==> config.mk <==
export PLATFORM = sky130hd
export DESIGN_NAME = pdc_regs
export DESIGN_NICKNAME = d
export VERILOG_FILES = /design/src/hdl/pdc_pkg.sv /design/src/hdl/pdc_regs.sv /design/src/hdl/pdc_pin_sync.sv /design/src/hdl/pdc_trig_div.sv
export SDC_FILE = /design/constraint.sdc
export NUM_CORES = 1
export LEC_CHECK = 0
export ABC_AREA = 1
export ABC_CLOCK_PERIOD_IN_PS = 1550
export CAP_MARGIN = 20
export CORE_MARGIN = 2
export CORE_UTILIZATION = 35
export CTS_CLUSTER_SIZE = 30
export DETAILED_ROUTE_END_ITERATION = 7
export DONT_BUFFER_PORTS = 1
export SETUP_SLACK_MARGIN = 0.15
export SLEW_MARGIN = 0
export SYNTH_ARGS = -nofsm -noshare
export SYNTH_HDL_FRONTEND = slang
export SYNTH_HIERARCHICAL = 1
export SYNTH_SLANG_ARGS = --single-unit
==> constraint.sdc <==
create_clock -name clk -period 1.55 [get_ports clk]
set_input_delay 0.31 -clock clk [delete_from_list [all_inputs] [get_ports clk]]
set_output_delay 0.31 -clock clk [all_outputs]
set_load 0.01 [all_outputs]
==> src/hdl/pdc_pkg.sv <==
/*
 * constants for the sampling-pll, lane and trigger-output configuration bank:
 * register offsets, reset values, field positions, divider codes and serial frame layout.
 * assumes a 24-bit serial frame: read flag, 15-bit address, 8-bit data, msb first.
 */
package pdc_pkg;
    localparam int ADDR_W = 15;
    localparam int DATA_W = 8;
    localparam int SYNC_W = 4;
    localparam logic [4:0] CNT_ADDR_DONE = 5'h0f;
    localparam logic [4:0] CNT_FRAME_DONE = 5'h17;
    localparam int RW_BIT = 14;
    localparam logic RW_READ = 1'b1;

    localparam logic [ADDR_W-1:0] OFS_FIRST_SECOND = 15'h003d;
    localparam logic [ADDR_W-1:0] OFS_THIRD = 15'h003e;
    localparam logic [ADDR_W-1:0] OFS_BIAS = 15'h003f;
    localparam logic [ADDR_W-1:0] OFS_EMPH = 15'h0048;
    localparam logic [ADDR_W-1:0] OFS_SWING = 15'h0050;
    localparam logic [ADDR_W-1:0] OFS_TRIG = 15'h0057;

    localparam logic [DATA_W-1:0] RST_FIRST_SECOND = 8'h00;
    localparam logic [DATA_W-1:0] RST_THIRD = 8'h20;
    localparam logic [DATA_W-1:0] RST_BIAS = 8'h4f;
    localparam logic [DATA_W-1:0] RST_EMPH = 8'h00;
    localparam logic [DATA_W-1:0] RST_SWING = 8'h00;
    localparam logic [DATA_W-1:0] RST_TRIG = 8'h00;

    localparam int FIRST_LSB = 0;
    localparam int SECOND_LSB = 2;
    localparam int THIRD_W = 6;
    localparam int BIAS_W = 7;
    localparam int EMPH_W = 4;
    localparam int SWING_W = 2;
    localparam int TRIG_EN_BIT = 7;
    localparam int TRIG_SEL_W = 3;
    localparam int LANES = 8;

    localparam logic [1:0] FIRST_CODE_DIV5 = 2'h0;
    localparam logic [1:0] FIRST_CODE_DIV4 = 2'h1;
    localparam logic [1:0] FIRST_CODE_DIV3 = 2'h2;
    localparam logic [1:0] SECOND_CODE_DIV1 = 2'h0;
    localparam logic [1:0] SECOND_CODE_DIV2 = 2'h1;
    localparam logic [1:0] SECOND_CODE_DIV4 = 2'h2;
    localparam logic [2:0] RATIO_NONE = 3'h0;
    localparam logic [2:0] RATIO_1 = 3'h1;
    localparam logic [2:0] RATIO_2 = 3'h2;
    localparam logic [2:0] RATIO_3 = 3'h3;
    localparam logic [2:0] RATIO_4 = 3'h4;
    localparam logic [2:0] RATIO_5 = 3'h5;
    localparam logic [THIRD_W-1:0] THIRD_NONE = 6'h00;

    localparam logic [SWING_W-1:0] SWING_HIGH = 2'h0;

    localparam logic [2:0] TRIG_SEL_UI16 = 3'h0;
    localparam logic [2:0] TRIG_SEL_UI32 = 3'h1;
    localparam logic [2:0] TRIG_SEL_UI64 = 3'h2;
    localparam logic [2:0] TRIG_SEL_TSTAMP = 3'h3;
    localparam int HALF_W = 6;
    localparam logic [HALF_W-1:0] HALF_UI16 = 6'h08;
    localparam logic [HALF_W-1:0] HALF_UI32 = 6'h10;
    localparam logic [HALF_W-1:0] HALF_UI64 = 6'h20;
    localparam logic [HALF_W-1:0] HALF_NONE = 6'h00;

    typedef enum logic [2:0] {
        PDC_ST_IDLE = 3'b001,
        PDC_ST_ADDR = 3'b010,
        PDC_ST_DATA = 3'b100
    } pdc_spi_state_t;
endpackage : pdc_pkg

==> src/hdl/pdc_regs.sv <==
/*
 * sampling-pll divider, oscillator bias, lane emphasis, output swing and trigger
 * output configuration bank behind the serial register port.
 * assumes spi pins asynchronous to clk, sclk well below clk/8; ser_ui_tick and
 * ser_reinit come from the serializer on clk.
 */
// Summary of operation
// - first divider code 0,1,2 divides by 5,4,3; code 3 reserved.
// - second divider code 0,1,2 divides by 1,2,4; gives sampling clock.
// - third divider divides sampling clock by literal 1..63; default 32.
// - one emphasis setting drives all eight lanes alike.
// - swing field drives both reference and trigger buffers; 0 is high swing.
// - trigger enable bit 7 switches trigger buffer and divider on or off.
// - trigger select: 16, 32, 64 ui clock or resampled timestamp.
// - serializer-derived trigger clock breaks on serializer re-initialisation.
`timescale 1ns/10ps
`default_nettype none
module pdc_regs (
    input wire logic clk,
    input wire logic nrst,
    input wire logic spi_sclk,
    input wire logic spi_cs_n,
    input wire logic spi_sdi,
    output var logic spi_sdo,
    output var logic spi_sdo_oe,
    input wire logic ser_ui_tick,
    input wire logic ser_reinit,
    input wire logic timestamp_input,
    output var logic [2:0] first_div_ratio,
    output var logic [2:0] second_div_ratio,
    output var logic [pdc_pkg::THIRD_W-1:0] third_div_ratio,
    output var logic div_code_reserved,
    output var logic [pdc_pkg::BIAS_W-1:0] oscillator_bias_level,
    output var logic [pdc_pkg::LANES*pdc_pkg::EMPH_W-1:0] lane_pre_emphasis,
    output var logic [pdc_pkg::SWING_W-1:0] pll_reference_output_swing,
    output var logic [pdc_pkg::SWING_W-1:0] trigger_output_swing,
    output var logic high_swing_setting,
    output var logic trigger_output_enable,
    output var logic [pdc_pkg::TRIG_SEL_W-1:0] trigger_output_select,
    output var logic trigger_output
);
    logic [pdc_pkg::DATA_W-1:0] fs_r;
    logic [pdc_pkg::DATA_W-1:0] third_r;
    logic [pdc_pkg::DATA_W-1:0] bias_r;
    logic [pdc_pkg::DATA_W-1:0] emph_r;
    logic [pdc_pkg::DATA_W-1:0] swing_r;
    logic [pdc_pkg::DATA_W-1:0] trig_r;
    logic [pdc_pkg::SYNC_W-1:0] filt;
    logic sclk_f;
    logic cs_n_f;
    logic sdi_f;
    logic ts_f;
    logic sclk_prev_r;
    logic rise;
    logic fall;
    pdc_pkg::pdc_spi_state_t state_r;
    logic [4:0] bit_cnt_r;
    logic [pdc_pkg::DATA_W*3-2:0] shift_in_r;
    logic [pdc_pkg::ADDR_W-1:0] addr_r;
    logic rd_r;
    logic [pdc_pkg::DATA_W-1:0] rd_shift_r;
    logic wr_pulse_r;
    logic [pdc_pkg::ADDR_W-1:0] wr_addr_r;
    logic [pdc_pkg::DATA_W-1:0] wr_data_r;
    logic trig_en;
    logic [2:0] trig_sel;
    logic div_clk;

    function automatic logic hit(input logic [pdc_pkg::ADDR_W-1:0] a, input logic [pdc_pkg::ADDR_W-1:0] ofs);
        hit = (a == ofs);
    endfunction : hit

    function automatic logic [pdc_pkg::HALF_W-1:0] sel_half(input logic [2:0] sel);
        case (sel)
            pdc_pkg::TRIG_SEL_UI16: sel_half = pdc_pkg::HALF_UI16;
            pdc_pkg::TRIG_SEL_UI32: sel_half = pdc_pkg::HALF_UI32;
            pdc_pkg::TRIG_SEL_UI64: sel_half = pdc_pkg::HALF_UI64;
            default: sel_half = pdc_pkg::HALF_NONE;
        endcase
    endfunction : sel_half

    // pin filtering
    pdc_pin_sync #(
        .W(pdc_pkg::SYNC_W),
        .INIT(4'h2)
    ) u_sync (
        .clk(clk),
        .nrst(nrst),
        .pin_in({timestamp_input, spi_sdi, spi_cs_n, spi_sclk}),
        .level_out(filt)
    );
    assign sclk_f = filt[0];
    assign cs_n_f = filt[1];
    assign sdi_f = filt[2];
    assign ts_f = filt[3];

    always_ff @(posedge clk or negedge nrst) begin
        if (!nrst) begin
            sclk_prev_r <= 1'b0;
        end else begin
            sclk_prev_r <= sclk_f;
        end
    end
    assign rise = sclk_f && !sclk_prev_r && !cs_n_f;
    assign fall = !sclk_f && sclk_prev_r && !cs_n_f;

    // serial frame receive
    always_ff @(posedge clk or negedge nrst) begin
        if (!nrst) begin
            state_r <= pdc_pkg::PDC_ST_IDLE;
            bit_cnt_r <= 5'h00;
            shift_in_r <= '0;
            addr_r <= '0;
            rd_r <= 1'b0;
        end else if (cs_n_f) begin
            state_r <= pdc_pkg::PDC_ST_IDLE;
            bit_cnt_r <= 5'h00;
        end else if (rise) begin
            shift_in_r <= {shift_in_r[pdc_pkg::DATA_W*3-3:0], sdi_f};
            case (state_r)
                pdc_pkg::PDC_ST_IDLE,
                pdc_pkg::PDC_ST_ADDR: begin
                    bit_cnt_r <= bit_cnt_r + 5'h01;
                    state_r <= pdc_pkg::PDC_ST_ADDR;
                    if (bit_cnt_r == pdc_pkg::CNT_ADDR_DONE) begin
                        addr_r <= {shift_in_r[pdc_pkg::ADDR_W-2:0], sdi_f};
                        rd_r <= (shift_in_r[pdc_pkg::RW_BIT] == pdc_pkg::RW_READ);
                        state_r <= pdc_pkg::PDC_ST_DATA;
                    end
                end
                pdc_pkg::PDC_ST_DATA: begin
                    bit_cnt_r <= bit_cnt_r + 5'h01;
                    if (bit_cnt_r == pdc_pkg::CNT_FRAME_DONE) begin
                        state_r <= pdc_pkg::PDC_ST_IDLE;
                    end
                end
                default: begin
                    state_r <= pdc_pkg::PDC_ST_IDLE;
                end
            endcase
        end
    end

    // write strobe at the last data bit
    always_ff @(posedge clk or negedge nrst) begin
        if (!nrst) begin
            wr_pulse_r <= 1'b0;
            wr_addr_r <= '0;
            wr_data_r <= '0;
        end else begin
            wr_pulse_r <= rise && !cs_n_f && state_r == pdc_pkg::PDC_ST_DATA &&
                          bit_cnt_r == pdc_pkg::CNT_FRAME_DONE && !rd_r;
            if (rise && state_r == pdc_pkg::PDC_ST_DATA && bit_cnt_r == pdc_pkg::CNT_FRAME_DONE) begin
                wr_addr_r <= addr_r;
                wr_data_r <= {shift_in_r[pdc_pkg::DATA_W-2:0], sdi_f};
            end
        end
    end

    // readback, unmapped addresses read zero
    always_ff @(posedge clk or negedge nrst) begin
        if (!nrst) begin
            rd_shift_r <= '0;
            spi_sdo <= 1'b0;
            spi_sdo_oe <= 1'b0;
        end else if (cs_n_f) begin
            spi_sdo_oe <= 1'b0;
            spi_sdo <= 1'b0;
        end else if (rise && state_r != pdc_pkg::PDC_ST_DATA && bit_cnt_r == pdc_pkg::CNT_ADDR_DONE) begin
            if (hit({shift_in_r[pdc_pkg::ADDR_W-2:0], sdi_f}, pdc_pkg::OFS_FIRST_SECOND)) rd_shift_r <= fs_r;
            else if (hit({shift_in_r[pdc_pkg::ADDR_W-2:0], sdi_f}, pdc_pkg::OFS_THIRD)) rd_shift_r <= third_r;
            else if (hit({shift_in_r[pdc_pkg::ADDR_W-2:0], sdi_f}, pdc_pkg::OFS_BIAS)) rd_shift_r <= bias_r;
            else if (hit({shift_in_r[pdc_pkg::ADDR_W-2:0], sdi_f}, pdc_pkg::OFS_EMPH)) rd_shift_r <= emph_r;
            else if (hit({shift_in_r[pdc_pkg::ADDR_W-2:0], sdi_f}, pdc_pkg::OFS_SWING)) rd_shift_r <= swing_r;
            else if (hit({shift_in_r[pdc_pkg::ADDR_W-2:0], sdi_f}, pdc_pkg::OFS_TRIG)) rd_shift_r <= trig_r;
            else rd_shift_r <= '0;
            spi_sdo_oe <= (shift_in_r[pdc_pkg::RW_BIT] == pdc_pkg::RW_READ);
        end else if (fall && state_r == pdc_pkg::PDC_ST_DATA && rd_r) begin
            spi_sdo <= rd_shift_r[pdc_pkg::DATA_W-1];
            rd_shift_r <= {rd_shift_r[pdc_pkg::DATA_W-2:0], 1'b0};
        end
    end

    // register storage, whole bytes kept including reserved bits
    always_ff @(posedge clk or negedge nrst) begin
        if (!nrst) begin
            fs_r <= pdc_pkg::RST_FIRST_SECOND;
            third_r <= pdc_pkg::RST_THIRD;
            bias_r <= pdc_pkg::RST_BIAS;
            emph_r <= pdc_pkg::RST_EMPH;
            swing_r <= pdc_pkg::RST_SWING;
            trig_r <= pdc_pkg::RST_TRIG;
        end else if (wr_pulse_r) begin
            if (hit(wr_addr_r, pdc_pkg::OFS_FIRST_SECOND)) fs_r <= wr_data_r;
            if (hit(wr_addr_r, pdc_pkg::OFS_THIRD)) third_r <= wr_data_r;
            if (hit(wr_addr_r, pdc_pkg::OFS_BIAS)) bias_r <= wr_data_r;
            if (hit(wr_addr_r, pdc_pkg::OFS_EMPH)) emph_r <= wr_data_r;
            if (hit(wr_addr_r, pdc_pkg::OFS_SWING)) swing_r <= wr_data_r;
            if (hit(wr_addr_r, pdc_pkg::OFS_TRIG)) trig_r <= wr_data_r;
        end
    end

    // pll divider decode, applied at once: pll held in reset by software meanwhile
    always_ff @(posedge clk or negedge nrst) begin
        if (!nrst) begin
            first_div_ratio <= pdc_pkg::RATIO_5;
            second_div_ratio <= pdc_pkg::RATIO_1;
            third_div_ratio <= pdc_pkg::RST_THIRD[pdc_pkg::THIRD_W-1:0];
            div_code_reserved <= 1'b0;
        end else begin
            case (fs_r[pdc_pkg::FIRST_LSB+:2])
                pdc_pkg::FIRST_CODE_DIV5: first_div_ratio <= pdc_pkg::RATIO_5;
                pdc_pkg::FIRST_CODE_DIV4: first_div_ratio <= pdc_pkg::RATIO_4;
                pdc_pkg::FIRST_CODE_DIV3: first_div_ratio <= pdc_pkg::RATIO_3;
                default: first_div_ratio <= pdc_pkg::RATIO_NONE;
            endcase
            case (fs_r[pdc_pkg::SECOND_LSB+:2])
                pdc_pkg::SECOND_CODE_DIV1: second_div_ratio <= pdc_pkg::RATIO_1;
                pdc_pkg::SECOND_CODE_DIV2: second_div_ratio <= pdc_pkg::RATIO_2;
                pdc_pkg::SECOND_CODE_DIV4: second_div_ratio <= pdc_pkg::RATIO_4;
                default: second_div_ratio <= pdc_pkg::RATIO_NONE;
            endcase
            third_div_ratio <= third_r[pdc_pkg::THIRD_W-1:0];
            div_code_reserved <= (fs_r[pdc_pkg::FIRST_LSB+:2] == 2'h3) ||
                                 (fs_r[pdc_pkg::SECOND_LSB+:2] == 2'h3) ||
                                 (third_r[pdc_pkg::THIRD_W-1:0] == pdc_pkg::THIRD_NONE);
        end
    end

    // bias, emphasis and swing outputs
    always_ff @(posedge clk or negedge nrst) begin
        if (!nrst) begin
            oscillator_bias_level <= pdc_pkg::RST_BIAS[pdc_pkg::BIAS_W-1:0];
            pll_reference_output_swing <= pdc_pkg::SWING_HIGH;
            trigger_output_swing <= pdc_pkg::SWING_HIGH;
            high_swing_setting <= 1'b1;
        end else begin
            oscillator_bias_level <= bias_r[pdc_pkg::BIAS_W-1:0];
            pll_reference_output_swing <= swing_r[pdc_pkg::SWING_W-1:0];
            trigger_output_swing <= swing_r[pdc_pkg::SWING_W-1:0];
            high_swing_setting <= (swing_r[pdc_pkg::SWING_W-1:0] == pdc_pkg::SWING_HIGH);
        end
    end

    genvar ln;
    generate
        for (ln = 0; ln < pdc_pkg::LANES; ln++) begin : g_lane
            always_ff @(posedge clk or negedge nrst) begin
                if (!nrst) begin
                    lane_pre_emphasis[ln*pdc_pkg::EMPH_W+:pdc_pkg::EMPH_W] <= pdc_pkg::RST_EMPH[pdc_pkg::EMPH_W-1:0];
                end else begin
                    lane_pre_emphasis[ln*pdc_pkg::EMPH_W+:pdc_pkg::EMPH_W] <= emph_r[pdc_pkg::EMPH_W-1:0];
                end
            end
        end
    endgenerate

    // trigger output path
    assign trig_en = trig_r[pdc_pkg::TRIG_EN_BIT];
    assign trig_sel = trig_r[pdc_pkg::TRIG_SEL_W-1:0];

    pdc_trig_div u_trig_div (
        .clk(clk),
        .nrst(nrst),
        .enable(trig_en),
        .ui_tick(ser_ui_tick),
        .ser_reinit(ser_reinit),
        .half_count(sel_half(trig_sel)),
        .clk_out(div_clk)
    );

    always_ff @(posedge clk or negedge nrst) begin
        if (!nrst) begin
            trigger_output <= 1'b0;
            trigger_output_enable <= 1'b0;
            trigger_output_select <= pdc_pkg::TRIG_SEL_UI16;
        end else begin
            trigger_output_enable <= trig_en;
            trigger_output_select <= trig_sel;
            if (!trig_en) begin
                trigger_output <= 1'b0;
            end else if (trig_sel == pdc_pkg::TRIG_SEL_TSTAMP) begin
                trigger_output <= ts_f;
            end else if (trig_sel <= pdc_pkg::TRIG_SEL_UI64) begin
                trigger_output <= div_clk;
            end else begin
                trigger_output <= 1'b0;
            end
        end
    end
endmodule : pdc_regs
`default_nettype wire

==> src/hdl/pdc_pin_sync.sv <==
/*
 * three-flop input synchroniser with agreement filter, one lane per bit.
 * assumes asynchronous inputs; output moves only once stages two and three agree.
 */
`timescale 1ns/10ps
`default_nettype none
module pdc_pin_sync #(
    parameter int W = 4,
    parameter logic [W-1:0] INIT = '0
) (
    input wire logic clk,
    input wire logic nrst,
    input wire logic [W-1:0] pin_in,
    output var logic [W-1:0] level_out
);
    genvar g;
    generate
        for (g = 0; g < W; g++) begin : g_bit
            logic s1_r;
            logic s2_r;
            logic s3_r;
            always_ff @(posedge clk or negedge nrst) begin
                if (!nrst) begin
                    s1_r <= INIT[g];
                    s2_r <= INIT[g];
                    s3_r <= INIT[g];
                    level_out[g] <= INIT[g];
                end else begin
                    s1_r <= pin_in[g];
                    s2_r <= s1_r;
                    s3_r <= s2_r;
                    if (s2_r == s3_r) begin
                        level_out[g] <= s3_r;
                    end
                end
            end
        end
    endgenerate
endmodule : pdc_pin_sync
`default_nettype wire

==> src/hdl/pdc_trig_div.sv <==
/*
 * divides the serializer unit-interval tick into a square trigger clock.
 * assumes ui_tick and ser_reinit come from logic on clk; half_count of zero stops it.
 */
`timescale 1ns/10ps
`default_nettype none
module pdc_trig_div (
    input wire logic clk,
    input wire logic nrst,
    input wire logic enable,
    input wire logic ui_tick,
    input wire logic ser_reinit,
    input wire logic [pdc_pkg::HALF_W-1:0] half_count,
    output var logic clk_out
);
    logic [pdc_pkg::HALF_W-1:0] cnt_r;

    always_ff @(posedge clk or negedge nrst) begin
        if (!nrst) begin
            cnt_r <= pdc_pkg::HALF_NONE;
            clk_out <= 1'b0;
        end else if (!enable || ser_reinit || half_count == pdc_pkg::HALF_NONE) begin
            // serializer restart breaks the clock
            cnt_r <= pdc_pkg::HALF_NONE;
            clk_out <= 1'b0;
        end else if (ui_tick) begin
            if (cnt_r == half_count - 6'h01) begin
                cnt_r <= pdc_pkg::HALF_NONE;
                clk_out <= ~clk_out;
            end else begin
                cnt_r <= cnt_r + 6'h01;
            end
        end
    end
endmodule : pdc_trig_div
`default_nettype wire

==> key figures, run 1 <==
GRT
  • GR Util met2: a little over a quarter
  • Met1 GRT Util: approximately 21%
  • Initial antenna violation count: 0
  • Number of global-route vias before repair: 5718
  • Largest net degree at the start of global routing: about 180
  • Overflow after GRT: 0
  • GRT Resource Usage Total: ~16%
  • Gr busiest metal: met2
  • First-pass GRT wire length: ~30 mm
  • GR Util met3: between 4 and 5%

Critical path
  • WS Path Type: reg -> reg
  • Crit path DAT: roughly 2 ns
  • Critical Path Sink Type: flip-flop
  • Worst reg2reg path depth: 8
  • FF-to-FF Start: wr_addr_r[11]$_DFFE_PN0P_
  • Worst Path Max Fanout: 8
  • Worst Setup SP: wr_addr_r[11]$_DFFE_PN0P_
  • Critical Path Source Type: flip-flop
  • Required @ worst endpoint: ~1.9 ns

Synth
  • Yosys top cell by area: dfrtp_1
  • Asr flop ratio synth: 100%
  • Synthesized area: 7720 um2
  • Post-synthesis mux area share: about 1.5%
  • Yosys top cell area share: roughly half
  • Synth cell types: 39
  • Synth top area cells: dfrtp_1 51%, nand2_1 9.2%, dfstp_2 7.1%
  • Number of enable flip-flop cells after synthesis: 0
  • Syn. warnings: 6
  • Main combinational cell family by area after synthesis: simple AND/OR/NAND/NOR gates
  • Simple-gate share of the synthesized area: 22.4%
  • Post-synthesis average cell area: approximately 9.1 um2
  • #FFs+latches synth: roughly 180
  • Main synth FF type: dfrtp_1
  • Complex-gate fraction of the synthesized area: 8.61%
  • Synth Area in XOR/XNOR: less than 1%
  • Sequential share of the synthesized area: 57.7%
  • Syn Inst Count: about 850
  • Synth Area in Adders: less than 1%

STA
  • Hold slack: -0.423 ns
  • Final WS setup: -0.164 ns
  • Hold Fails Final Rpt: between 150 and 200
  • Final setup viols: 73
  • Period Utilization, post-route: 111%
  • Max Clk Rate: 583 MHz
  • RSZ-0062 raised after global routing: true
  • Total negative slack: -5.38 ns
  • Pins Over Slew Limit: 0
  • Skew final: approximately 0.010 ns
  • Minimum clock period: 1.71 ns

Power and ir drop
  • Max VDD drop: between 600 and 700 uV
  • PD cells: 1110 nW/um2
  • Leak Pwr: between 4 and 5 nW

Floorplanning
  • IO Pins: just over 70
  • Die extent in x: 153 um
  • Die H: 153 um
  • Area of the core: around 22000 um2
  • Row Count: 54
  • Die area: about 23000 um2
  • Initial Utilization: a little over a third

Outcome
  • Failing checks: hold timing, setup timing
  • Run status: finished, violations left

Clock tree
  • Worst-path clk slew: around 0.07 ns
  • CTS root buffer: clkbuf_16
  • Worst-skew pair later-pin latency: 0.43 ns
  • Inserted Clock Buffers: 17
  • Sink Count: 177
  • H-tree depth: 4
  • CTS tree: built
  • Hold-fix buffers, CTS: 5
  • Max clock buf depth: 2

Final layout
  • Share of layout cells above drive strength 1: between 40% and 50%
  • Synth-to-Final Area Change: 38.3%
  • Nets: 958
  • Filler cells: between 1.5k and 2k
  • Area occupied by multi-input gates: 3630 um2
  • Antenna cells: 0
  • Register area: between 4000 and 5000 um2

Hold path
  • Hold WC Path Type: in -> async

Drt
  • Routed Antenna Nets: 0
  • DR vias/cell: around 4.9
  • Drt total wl: roughly 20 mm
  • Initial drt markers: 370
  • Vias: ~6k
  • TritonRoute pass-1 iters: 6
  • # DRC: 0
  • Per-cell routed wire length: between 15 and 20 um

Flow run
  • Max-Cap Viols: 0

Placement
  • Hpwl dp: 12.0 mm
  • Gp weighted congestion: 0.872
  • PortBufs: 0
[final cells by class]
cell class | count | share of cell area (%)
clock buffer | 19 | 4.15
sequential | 177 | 41.8
clock inverter | 13 | 1.64
multi-input combinational | 543 | 34.0
tap | 280 | 3.28
timing repair buffer | 117 | 11.9
inverter | 89 | 3.26
[cells in the final DEF (no fill, tap or decap), types with 4 or more instances in the layout]
master	synthesis	final
nand2_4	0	31
buf_8	0	8
conb_1	1	10
o21ai_1	3	39
nand3_4	0	10
buf_12	0	10
dfrtp_2	0	6
mux2_2	8	6
nor3_4	1	5
a21oi_1	26	12
nor2_1	71	51
clkbuf_16	0	23
inv_4	0	4
dlygate4sd3_1	0	5
buf_6	2	18
inv_6	0	4
buf_4	32	69
inv_1	82	75
nand2_2	6	47
mux2_4	0	4
o21ai_2	0	39
nor3_2	1	4
nand3_1	61	52
dfstp_2	21	21
nor3_1	13	6
a21oi_2	0	13
o21ai_0	96	21
clkinv_4	0	4
inv_2	7	9
nor2_4	4	18
dfrtp_1	156	150
nand4_1	13	13
nand2_1	189	116
nor2_2	10	16
nor4_4	1	4
[per-stage QoR]
stage / total power, mW / utilization [%] / instance area [um2] / worst slack, ns / std cells
floorplan: 5.81 / - / 7890 / 0.0111 / 856
global placement: 6.39 / 39.0 / 8480 / -0.0494 / 1162
detailed placement: 6.42 / 39.0 / 8480 / -0.121 / 1162
CTS: 11.4 / 44.1 / 9600 / -0.0401 / 1214
global route: 12.3 / 49.1 / 10700 / -0.226 / 1238
finish: 11.8 / 49.1 / 10700 / -0.164 / 1238
[per-layer routing]
layer,part of all wire (%),routed length [um]
met3,3.7,727
met4,2.4,472
met1,44,8670
met2,50,9790
met5,0,0
[sequential cells by signal (all words and copies together), names as in the netlist, 5 cells and up]
register	count
third_r	8
bias_r	8
oscillator_bias_level	7
trig_r	8
fs_r	8
emph_r	8
swing_r	8
shift_in_r	15
third_div_ratio	6
wr_addr_r	15
u_trig_div/cnt_r	6
addr_r	15
wr_data_r	8
bit_cnt_r	5
rd_shift_r	8
[logic make-up (layout without fill, tap and decap cells)]
| family | after synthesis | after routing |
|---|---|---|
| fa+ha+maj | 5 | 5 |
| other cells | 1 | 10 |
| mux | 10 | 10 |
| simple gates | 382 | 384 |
| buf+inv | 138 | 238 |
| flops | 177 | 177 |
| compound gates | 130 | 130 |
| xor+xnor | 4 | 4 |
[Yosys cell counts, types with 4 or more instances]
master / instances
nor2_4: 4
nand2_1: 189
a21oi_1: 26
mux2_2: 8
nor2_1: 71
inv_1: 82
dfrtp_1: 156
inv_2: 7
nand4_1: 13
dfstp_2: 21
nor3_1: 13
nand2_2: 6
nor4_1: 6
ha_1: 5
nor2_2: 10
buf_2: 6
clkbuf_1: 8
buf_4: 32
nand3_1: 61
o21ai_0: 96
[report_power, final]
| part | total (mW) | internal [mW] | switching [mW] |
|---|---|---|---|
| Sequential | 5.00 | 4.80 | 0.197 |
| Combinational | 2.34 | 1.14 | 1.19 |
| Clock | 4.49 | 2.61 | 1.88 |
[critical path: stages, from the launching register on]
cell and delay (ns):
dfrtp_1 0.38, nor2_2 0.16, nand2_2 0.09, nor4_4 0.24
buf_6 0.23, nand4_4 0.15, buf_12 0.20, nand2_2 0.05
o21ai_1 0.06
[timing repair]
item	4_1_cts	5_1_grt
setup buffers	10	16
endpoints found under the setup margin	114	120
gates resized for setup	109	240
hold endpoints to repair	182	177
gates cloned	5	8
pin swaps	23	33
[worst paths after layout]
path                                                 endpoint  slack (ns)
min in group clk              u_trig_div/cnt_r[5]$_DFFE_PN0P_        0.02
max in group asynchronous  oscillator_bias_level[6]$_DFF_PN1_        1.67
max                                    swing_r[0]$_DFFE_PN0P_       -0.16
min reg2reg                    u_sync/g_bit[0].s2_r$_DFF_PN0_        0.35
min                                  bit_cnt_r[1]$_DFFE_PN0P_       -0.42
max reg2reg                            swing_r[0]$_DFFE_PN0P_       -0.16
(Power assumes the default switching activity.)
==> run 2: changes to the inputs <==
Settings changed: CORE_MARGIN 2 to 3, GPL_TIMING_DRIVEN set to 0.
==> key figures, run 2 (synthesis results as in run 1) <==
Outcome
  • Run status: finished, violations left
  • Failing checks: hold timing, setup timing

Power and ir drop
  • PD cells: 1070 nW/um2 (-3.2%)
  • Leak Pwr: 4.76 nW (+0.11%)
  • Clock Power Share: 37.6% (-0.4 points)
  • Net Sw Power: 3.34 mW (+2.1%)
  • Switch share: 29.0% (+1.4 points)
  • Sequential Power Share: 43.9% (+1.6 points)
  • Logic pwr share: 18.4% (-1.4 points)
  • Max VDD drop: 1010 uV (+51%)
  • Internal Power: 8.15 mW (-4.7%)

Floorplanning
  • Die area: 23900 um2 (+2.6%)
  • Die H: 155 um (+1.3%)
  • IO Pins: 72 (unchanged)
  • Initial Utilization: 36.2% (+0.67 points)
  • Area of the core: 21400 um2 (-1.9%)
  • Row Count: 53 (-1.9%)
  • Die extent in x: 155 um (+1.3%)

STA
  • Total negative slack: -2.36 ns (+3.02 ns)
  • RSZ-0062 raised after global routing: true
  • Minimum clock period: 1.69 ns (-0.0288 ns)
  • Skew final: 0.0122 ns (+0.00196 ns)
  • Max Clk Rate: 593 MHz (+1.7%)
  • Pins Over Slew Limit: 0 (unchanged)
  • Hold Fails Final Rpt: 177 (unchanged)
  • Hold slack: -0.439 ns (-0.0163 ns)
  • Final WS setup: -0.136 ns (+0.0288 ns)
  • Final setup viols: 35 (-52%)
  • Slew HR: 63.5%
  • Period Utilization, post-route: 109% (-1.9 points)
  • Worst slew pin tran: roughly 0.55 ns

Critical path
  • WS Path Type: reg -> reg
  • Crit path to: rd_shift_r[6]$_DFFE_PN0P_
  • Worst Path Max Fanout: 7 (-1)
  • Required @ worst endpoint: 1.93 ns (+0.08 ns)
  • Worst reg2reg path depth: 12 (+4)
  • Critical Path Sink Type: flip-flop
  • Worst Setup SP: shift_in_r[9]$_DFFE_PN0P_
  • FF-to-FF Start: shift_in_r[9]$_DFFE_PN0P_
  • RR Endpoint: rd_shift_r[6]$_DFFE_PN0P_
  • R2R Setup Slk: -0.14 ns (+0.03 ns)
  • Crit path DAT: 2.06 ns (+0.05 ns)
  • Critical Path Source Type: flip-flop

Final layout
  • Synth-to-Final Area Change: 38.8%
  • Final instance area: 10700 um2 (+0.36%)
  • Commonest non-fill, non-tap cell in the layout: dfrtp_1
  • Layout Cells excl Fill: 1240 (+0.16%)
  • Biggest regs: addr_r x15, shift_in_r x15, wr_addr_r x15
  • Nets: 965 (+0.73%)
  • Area occupied by multi-input gates: 3570 um2 (-1.6%)
  • Share of layout cells above drive strength 1: 41.9% (+0.84 points)
  • Antenna cells: 0 (unchanged)
  • Commonest cells after routing, fill and taps aside: 144 x dfrtp_1, 135 x nand2_1, 70 x inv_1
  • Register area: 4470 um2 (+0.17%)
  • Filler cells: 1900 (-2.1%)

Drt
  • # DRC: 0 (unchanged)
  • Vias: 6061 (+0.26%)
  • TritonRoute pass-1 iters: 5 (-1)
  • DR vias/cell: 4.89 (+0.10%)
  • Per-cell routed wire length: 16.1 um (+1.2%)
  • Routed Antenna Nets: 0 (unchanged)
  • Initial drt markers: 342 (-7.6%)
  • Drt total wl: 19.9 mm (+1.4%)

Placement
  • Post-DP Area: 8230 um2 (-2.9%)
  • Gp weighted congestion: 0.827 (-5.2%)
  • Hpwl dp: 12.2 mm (+1.7%)
  • PortBufs: 0 (unchanged)
  • Placed insts: 1131 (-2.7%)
  • Setup WS pre-CTS: -0.466 ns (-0.345 ns)

GRT
  • Number of global-route vias before repair: 5879 (+2.8%)
  • Initial antenna violation count: 0 (unchanged)
  • GRT Resource Usage Total: 16.3% (+0.24 points)
  • First-pass GRT wire length: 31.2 mm (+3.9%)
  • Overflow after GRT: 0 (unchanged)
  • Largest net degree at the start of global routing: 178 (unchanged)

Clock tree
  • Worst-path clk slew: 0.07 ns (about the same)
  • CTS tree: built
  • Sink Count: 177 (unchanged)
  • H-tree depth: 4 (unchanged)
  • CTS root buffer: clkbuf_16
  • Max clock buf depth: 2 (unchanged)
  • Inserted Clock Buffers: 17 (unchanged)
  • Worst-skew pair later-pin latency: 0.43 ns (about the same)
  • Hold-fix buffers, CTS: 4 (-1)

Hold path
  • Hold WC Path Type: in -> async

Flow run
  • Max-Cap Viols: 0 (unchanged)
run 2: cell types whose count changed in the layout (fill, tap and decap cells not counted), moves of 6 or more:
| cell | delta |
|---|---|
| buf_6 | +36 |
| buf_4 | -25 |
| nand2_1 | +19 |
| nand2_4 | -15 |
| nand3_2 | +7 |
| dfrtp_1 | -6 |
| dfrtp_2 | +6 |
| nand3_1 | -6 |
run 2: final cells by class:
type	instances	area share, %
tap	275	3.21
inverter	89	3.28
sequential	177	41.7
clock inverter	14	1.47
buffer	49	5.49
timing repair buffer	77	7.49
multi-input combinational	541	33.3
clock buffer	18	4.01
run 2: worst max-delay path: stages (launching register included):
cell     delay, ns
dfrtp_1       0.41
nor2_2        0.12
nand2_2       0.11
nor2_4        0.14
buf_12        0.15
buf_12        0.12
buf_12        0.11
nand3_2       0.09
nand4_1       0.17
nand2_1       0.07
nand2_1       0.05
nand2_1       0.05
nand2_1       0.05
run 2: worst min-delay path by stage:
stage          from  slack (ns)                        endpoint
2_1_floorplan  nrst        0.01           addr_r[0]$_DFFE_PN0P_
3_3_place_gp   nrst        0.02  u_sync/g_bit[0].s1_r$_DFF_PN0_
3_5_place_dp   nrst        0.02        bit_cnt_r[1]$_DFFE_PN0P_
4_1_cts        nrst       -0.44       rd_shift_r[2]$_DFFE_PN0P_
5_1_grt        nrst       -0.46       rd_shift_r[2]$_DFFE_PN0P_
6_report       nrst       -0.44       rd_shift_r[2]$_DFFE_PN0P_
run 2: power groups by stage:
stage                     sequential (mW)  clock, mW  combinational, mW
after floorplan                      5.03          0              0.785
after global routing                 5.07       4.56               2.28
after detailed placement             5.08          0               1.06
after CTS                            5.00       4.37               1.70
after global placement               5.08          0               1.04
final                                5.04       4.32               2.12
run 2: through the flow:
stage | power [mW] | util (%) | hold WS, ns
after CTS | 11.1 | 46.7 | -0.439
after global placement | 6.12 | 38.6 | 0.0189
after global routing | 11.9 | 50.2 | -0.458
final | 11.5 | 50.2 | -0.439
after detailed placement | 6.14 | 38.6 | 0.0187
after floorplan | 5.81 | - | 0.0144
run 2: per-layer routing:
metal	global-route usage (%)	vias to the layer above	share of wire (%)
met5	0	-	0
met4	3.83	0	1.4
met3	4.39	19	4.4
met2	26.2	121	49
met1	22.2	2983	45
li1	-	2938	-
run 2: what timing repair did:
item	CTS	global route
setup buffers	40	21
gates cloned	11	1
setup endpoints to repair	139	153
endpoints found under the hold margin	181	177
resized for setup	249	149
pin swaps	31	39
==> run 3: changes to the inputs <==
Settings changed: ABC_CLOCK_PERIOD_IN_PS 1550 to 1360, SYNTH_HIERARCHICAL 1 to not set.
Clock period 1.55 ns to 1.36 ns, I/O delays scaled along.
==> key figures, run 3 <==
Outcome
  • Run status: finished, violations left
  • Failing checks: hold timing, setup timing

Synth
  • Sequential share of the synthesized area: 60.7% (+2.9 points)
  • Synthesized area: 7340 um2 (-4.9%)
  • Most common cell in the netlist: nand2_1
  • Post-synthesis average cell area: 9.48 um2 (+4.0%)
  • Synth top area cells: dfrtp_1 53%, nand2_1 8.8%, dfstp_2 7.5%
  • Mapped Nets: 786
  • Number of enable flip-flop cells after synthesis: 0 (unchanged)
  • Synth cell types: 36 (-7.7%)
  • Yosys top cell by area: dfrtp_1
  • Yosys top cell area share: 53.2% (+2.6 points)
  • Synth top cells by count: 173 x nand2_1, 156 x dfrtp_1, 94 x o21ai_0, 71 x inv_1, 66 x nor2_1
  • Syn Inst Count: 775 (-8.5%)
  • Main synth FF type: dfrtp_1
  • Asr flop ratio synth: 100% (unchanged)
  • Syn. warnings: 0 (-6)
  • #FFs+latches synth: 177 (unchanged)

Drt
  • Initial drt markers: 376 (+9.9%)
  • Routed Antenna Nets: 0 (unchanged)
  • Vias: 5791 (-4.5%)
  • Per-cell routed wire length: 16.7 um (+4.0%)
  • # DRC: 0 (unchanged)
  • TritonRoute pass-1 iters: 4 (-1)
  • DR vias/cell: 4.95 (+1.3%)
  • Drt total wl: 19.6 mm (-1.9%)

Clock tree
  • CTS tree: built
  • Inserted Clock Buffers: 17 (unchanged)
  • Worst-skew pair later-pin latency: 0.43 ns (about the same)
  • Sink Count: 177 (unchanged)
  • Worst-path clk slew: 0.07 ns (about the same)
  • Hold-fix buffers, CTS: 6 (+2)
  • H-tree depth: 4 (unchanged)
  • Max clock buf depth: 2 (unchanged)
  • CTS root buffer: clkbuf_16

Final layout
  • Layout Cells excl Fill: 1170 (-5.6%)
  • Synth-to-Final Area Change: 45.0%
  • Biggest regs: addr_r x15, shift_in_r x15, wr_addr_r x15
  • Final instance area: 10700 um2 (-0.60%)
  • Antenna cells: 0 (unchanged)
  • Post-layout util: 52.1% (+2.0 points)
  • Commonest non-fill, non-tap cell in the layout: dfrtp_1
  • Nets: 898 (-6.9%)
  • Share of layout cells above drive strength 1: 49.0% (+7.1 points)
  • Commonest cells after routing, fill and taps aside: 142 x dfrtp_1, 108 x nand2_1, 70 x buf_6

Power and ir drop
  • PD cells: 1210 nW/um2 (+13%)
  • Leak Pwr: 4.66 nW (-2.0%)
  • Max VDD drop: 1070 uV (+5.5%)

Floorplanning
  • Die extent in x: 151 um (-2.4%)
  • Area of the core: 20400 um2 (-4.3%)
  • Row Count: 52 (-1.9%)
  • Initial Utilization: 36.0% (-0.20 points)
  • IO Pins: 72 (unchanged)
  • Die H: 151 um (-2.4%)
  • Die area: 22800 um2 (-4.7%)

Critical path
  • Critical Path Sink Type: flip-flop
  • WS Path Type: reg -> reg
  • Worst Path Max Fanout: 7 (unchanged)
  • Crit path DAT: 2.13 ns (+0.07 ns)
  • Required @ worst endpoint: 1.73 ns (-0.20 ns)
  • Critical Path Source Type: flip-flop

STA
  • Period Utilization, post-route: 130% (+21 points)
  • Worst slew pin tran: 0.491 ns (-0.0564 ns)
  • Skew final: 0.00807 ns (-0.00416 ns)
  • Total negative slack: -25.84 ns (-23.48 ns)
  • RSZ-0062 raised after global routing: true
  • Pins Over Slew Limit: 0 (unchanged)
  • Hold Fails Final Rpt: 177 (unchanged)
  • Max Clk Rate: 567 MHz (-4.4%)
  • Final WS setup: -0.403 ns (-0.267 ns)
  • Slew HR: 67.2% (+3.8 points)
  • Final setup viols: 148 (+320%)
  • Hold slack: -0.466 ns (-0.0265 ns)
  • Minimum clock period: 1.76 ns (+0.0774 ns)

Flow run
  • Max-Cap Viols: 0 (unchanged)

Placement
  • Setup WS pre-CTS: -0.576 ns (-0.111 ns)
  • Placed insts: 1045 (-7.6%)
  • Hpwl dp: 11.0 mm (-9.3%)
  • Gp weighted congestion: 0.880 (+6.4%)
  • Post-DP Area: 7790 um2 (-5.4%)
  • PortBufs: 0 (unchanged)

GRT
  • Overflow after GRT: 0 (unchanged)
  • First-pass GRT wire length: 29.1 mm (-6.8%)
  • Largest net degree at the start of global routing: 178 (unchanged)
  • Number of global-route vias before repair: 5538 (-5.8%)
  • GRT Resource Usage Total: 16.4% (+0.049 points)
  • Initial antenna violation count: 0 (unchanged)

Hold path
  • Hold WC Path Type: in -> async
## run 3: changes by cell type in the layout (fill, tap and decap cells not counted), moves of 10 or more
cell	previous run	this run
nor2_1	50	36
o21ai_2	38	55
o21ai_0	20	1
nand2_1	135	108
inv_1	70	52
buf_6	54	70
conb_1	10	0
## run 3: final timing paths
| path | slack, ns | to | depth (start not counted) | start |
|---|---|---|---|---|
| max | -0.40 | rd_shift_r[1]$_DFFE_PN0P_ | 12 | shift_in_r[7]$_DFFE_PN0P_ |
| min | -0.47 | lane_pre_emphasis[31]$_DFF_PN0_ | 0 | nrst |
| max reg2reg | -0.40 | rd_shift_r[1]$_DFFE_PN0P_ | 12 | shift_in_r[7]$_DFFE_PN0P_ |
| min reg2reg | 0.36 | u_sync.g_bit[3].s2_r$_DFF_PN0_ | 0 | u_sync.g_bit[3].s1_r$_DFF_PN0_ |
| max in group asynchronous | 1.45 | state_r[0]$_DFFE_PN1P_ | 0 | nrst |
| min in group clk | 0.01 | u_trig_div.cnt_r[0]$_DFFE_PN0P_ | 2 | ser_ui_tick |
## run 3: cells by family after synthesis
| logic type | after synthesis | synth area share, % |
|---|---|---|
| AND/OR/NAND/NOR | 335 | 20.1 |
| flip-flops | 177 | 60.7 |
| buffers and inverters | 126 | 8.36 |
| AO/OA/AOI/OAI | 121 | 8.57 |
| adder cells (fa/ha/maj) | 7 | 1.06 |
| XOR/XNOR | 5 | 0.596 |
| multiplexers | 4 | 0.613 |
## run 3: worst max-delay path, cell delays in order, from the launching register on
cell and delay [ns]:
dfrtp_1 0.41, nor2_1 0.12, nand2_1 0.10, nor2_4 0.24, buf_8 0.18, buf_6 0.10, buf_6 0.10, nand3_1 0.09
nand4_1 0.13, nand2_1 0.06, nand2_1 0.05, nand2_1 0.04, nand2_1 0.06
## run 3: repair_timing
action | 4_1_cts | 5_1_grt
setup endpoints to repair | 170 | 173
pin swaps | 32 | 32
gates cloned | 11 | 6
resized for setup | 260 | 207
hold endpoints to repair | 183 | 177
buffers inserted | 45 | 25
## run 3: layout make-up
| type | count | area (um2) |
|---|---|---|
| buffer | 52 | 658 |
| clock buffer | 19 | 453 |
| clock inverter | 13 | 184 |
| fill | 1734 | 9780 |
| inverter | 74 | 288 |
| multi-input combinational | 472 | 3300 |
| sequential | 177 | 4470 |
| tap | 270 | 338 |
| timing repair buffer | 93 | 952 |
## run 3: power breakdown
group | total, mW | internal [mW] | switching [mW]
clock network | 5.29 | 3.17 | 2.12
registers | 5.65 | 5.44 | 0.208
logic | 1.97 | 0.880 | 1.09
total | 12.9 | 9.49 | 3.42
## run 3: metrics by stage
step / hold WS (ns) / power (mW)
after global routing: -0.487 / 13.4
after global placement: -0.0136 / 6.57
after floorplan: -0.0236 / 6.31
after CTS: -0.473 / 12.4
final: -0.466 / 12.9
after detailed placement: -0.0119 / 6.59
## run 3: per-layer routing
metal	vias to the layer above	share of wire, %	GRT usage [%]	wire, um
met1	2885	42	21.4	8290
li1	2741	-	-	-
met5	-	0	0	0
met4	0	1.5	5.71	293
met2	140	51	26.7	10000
met3	25	4.7	3.95	919
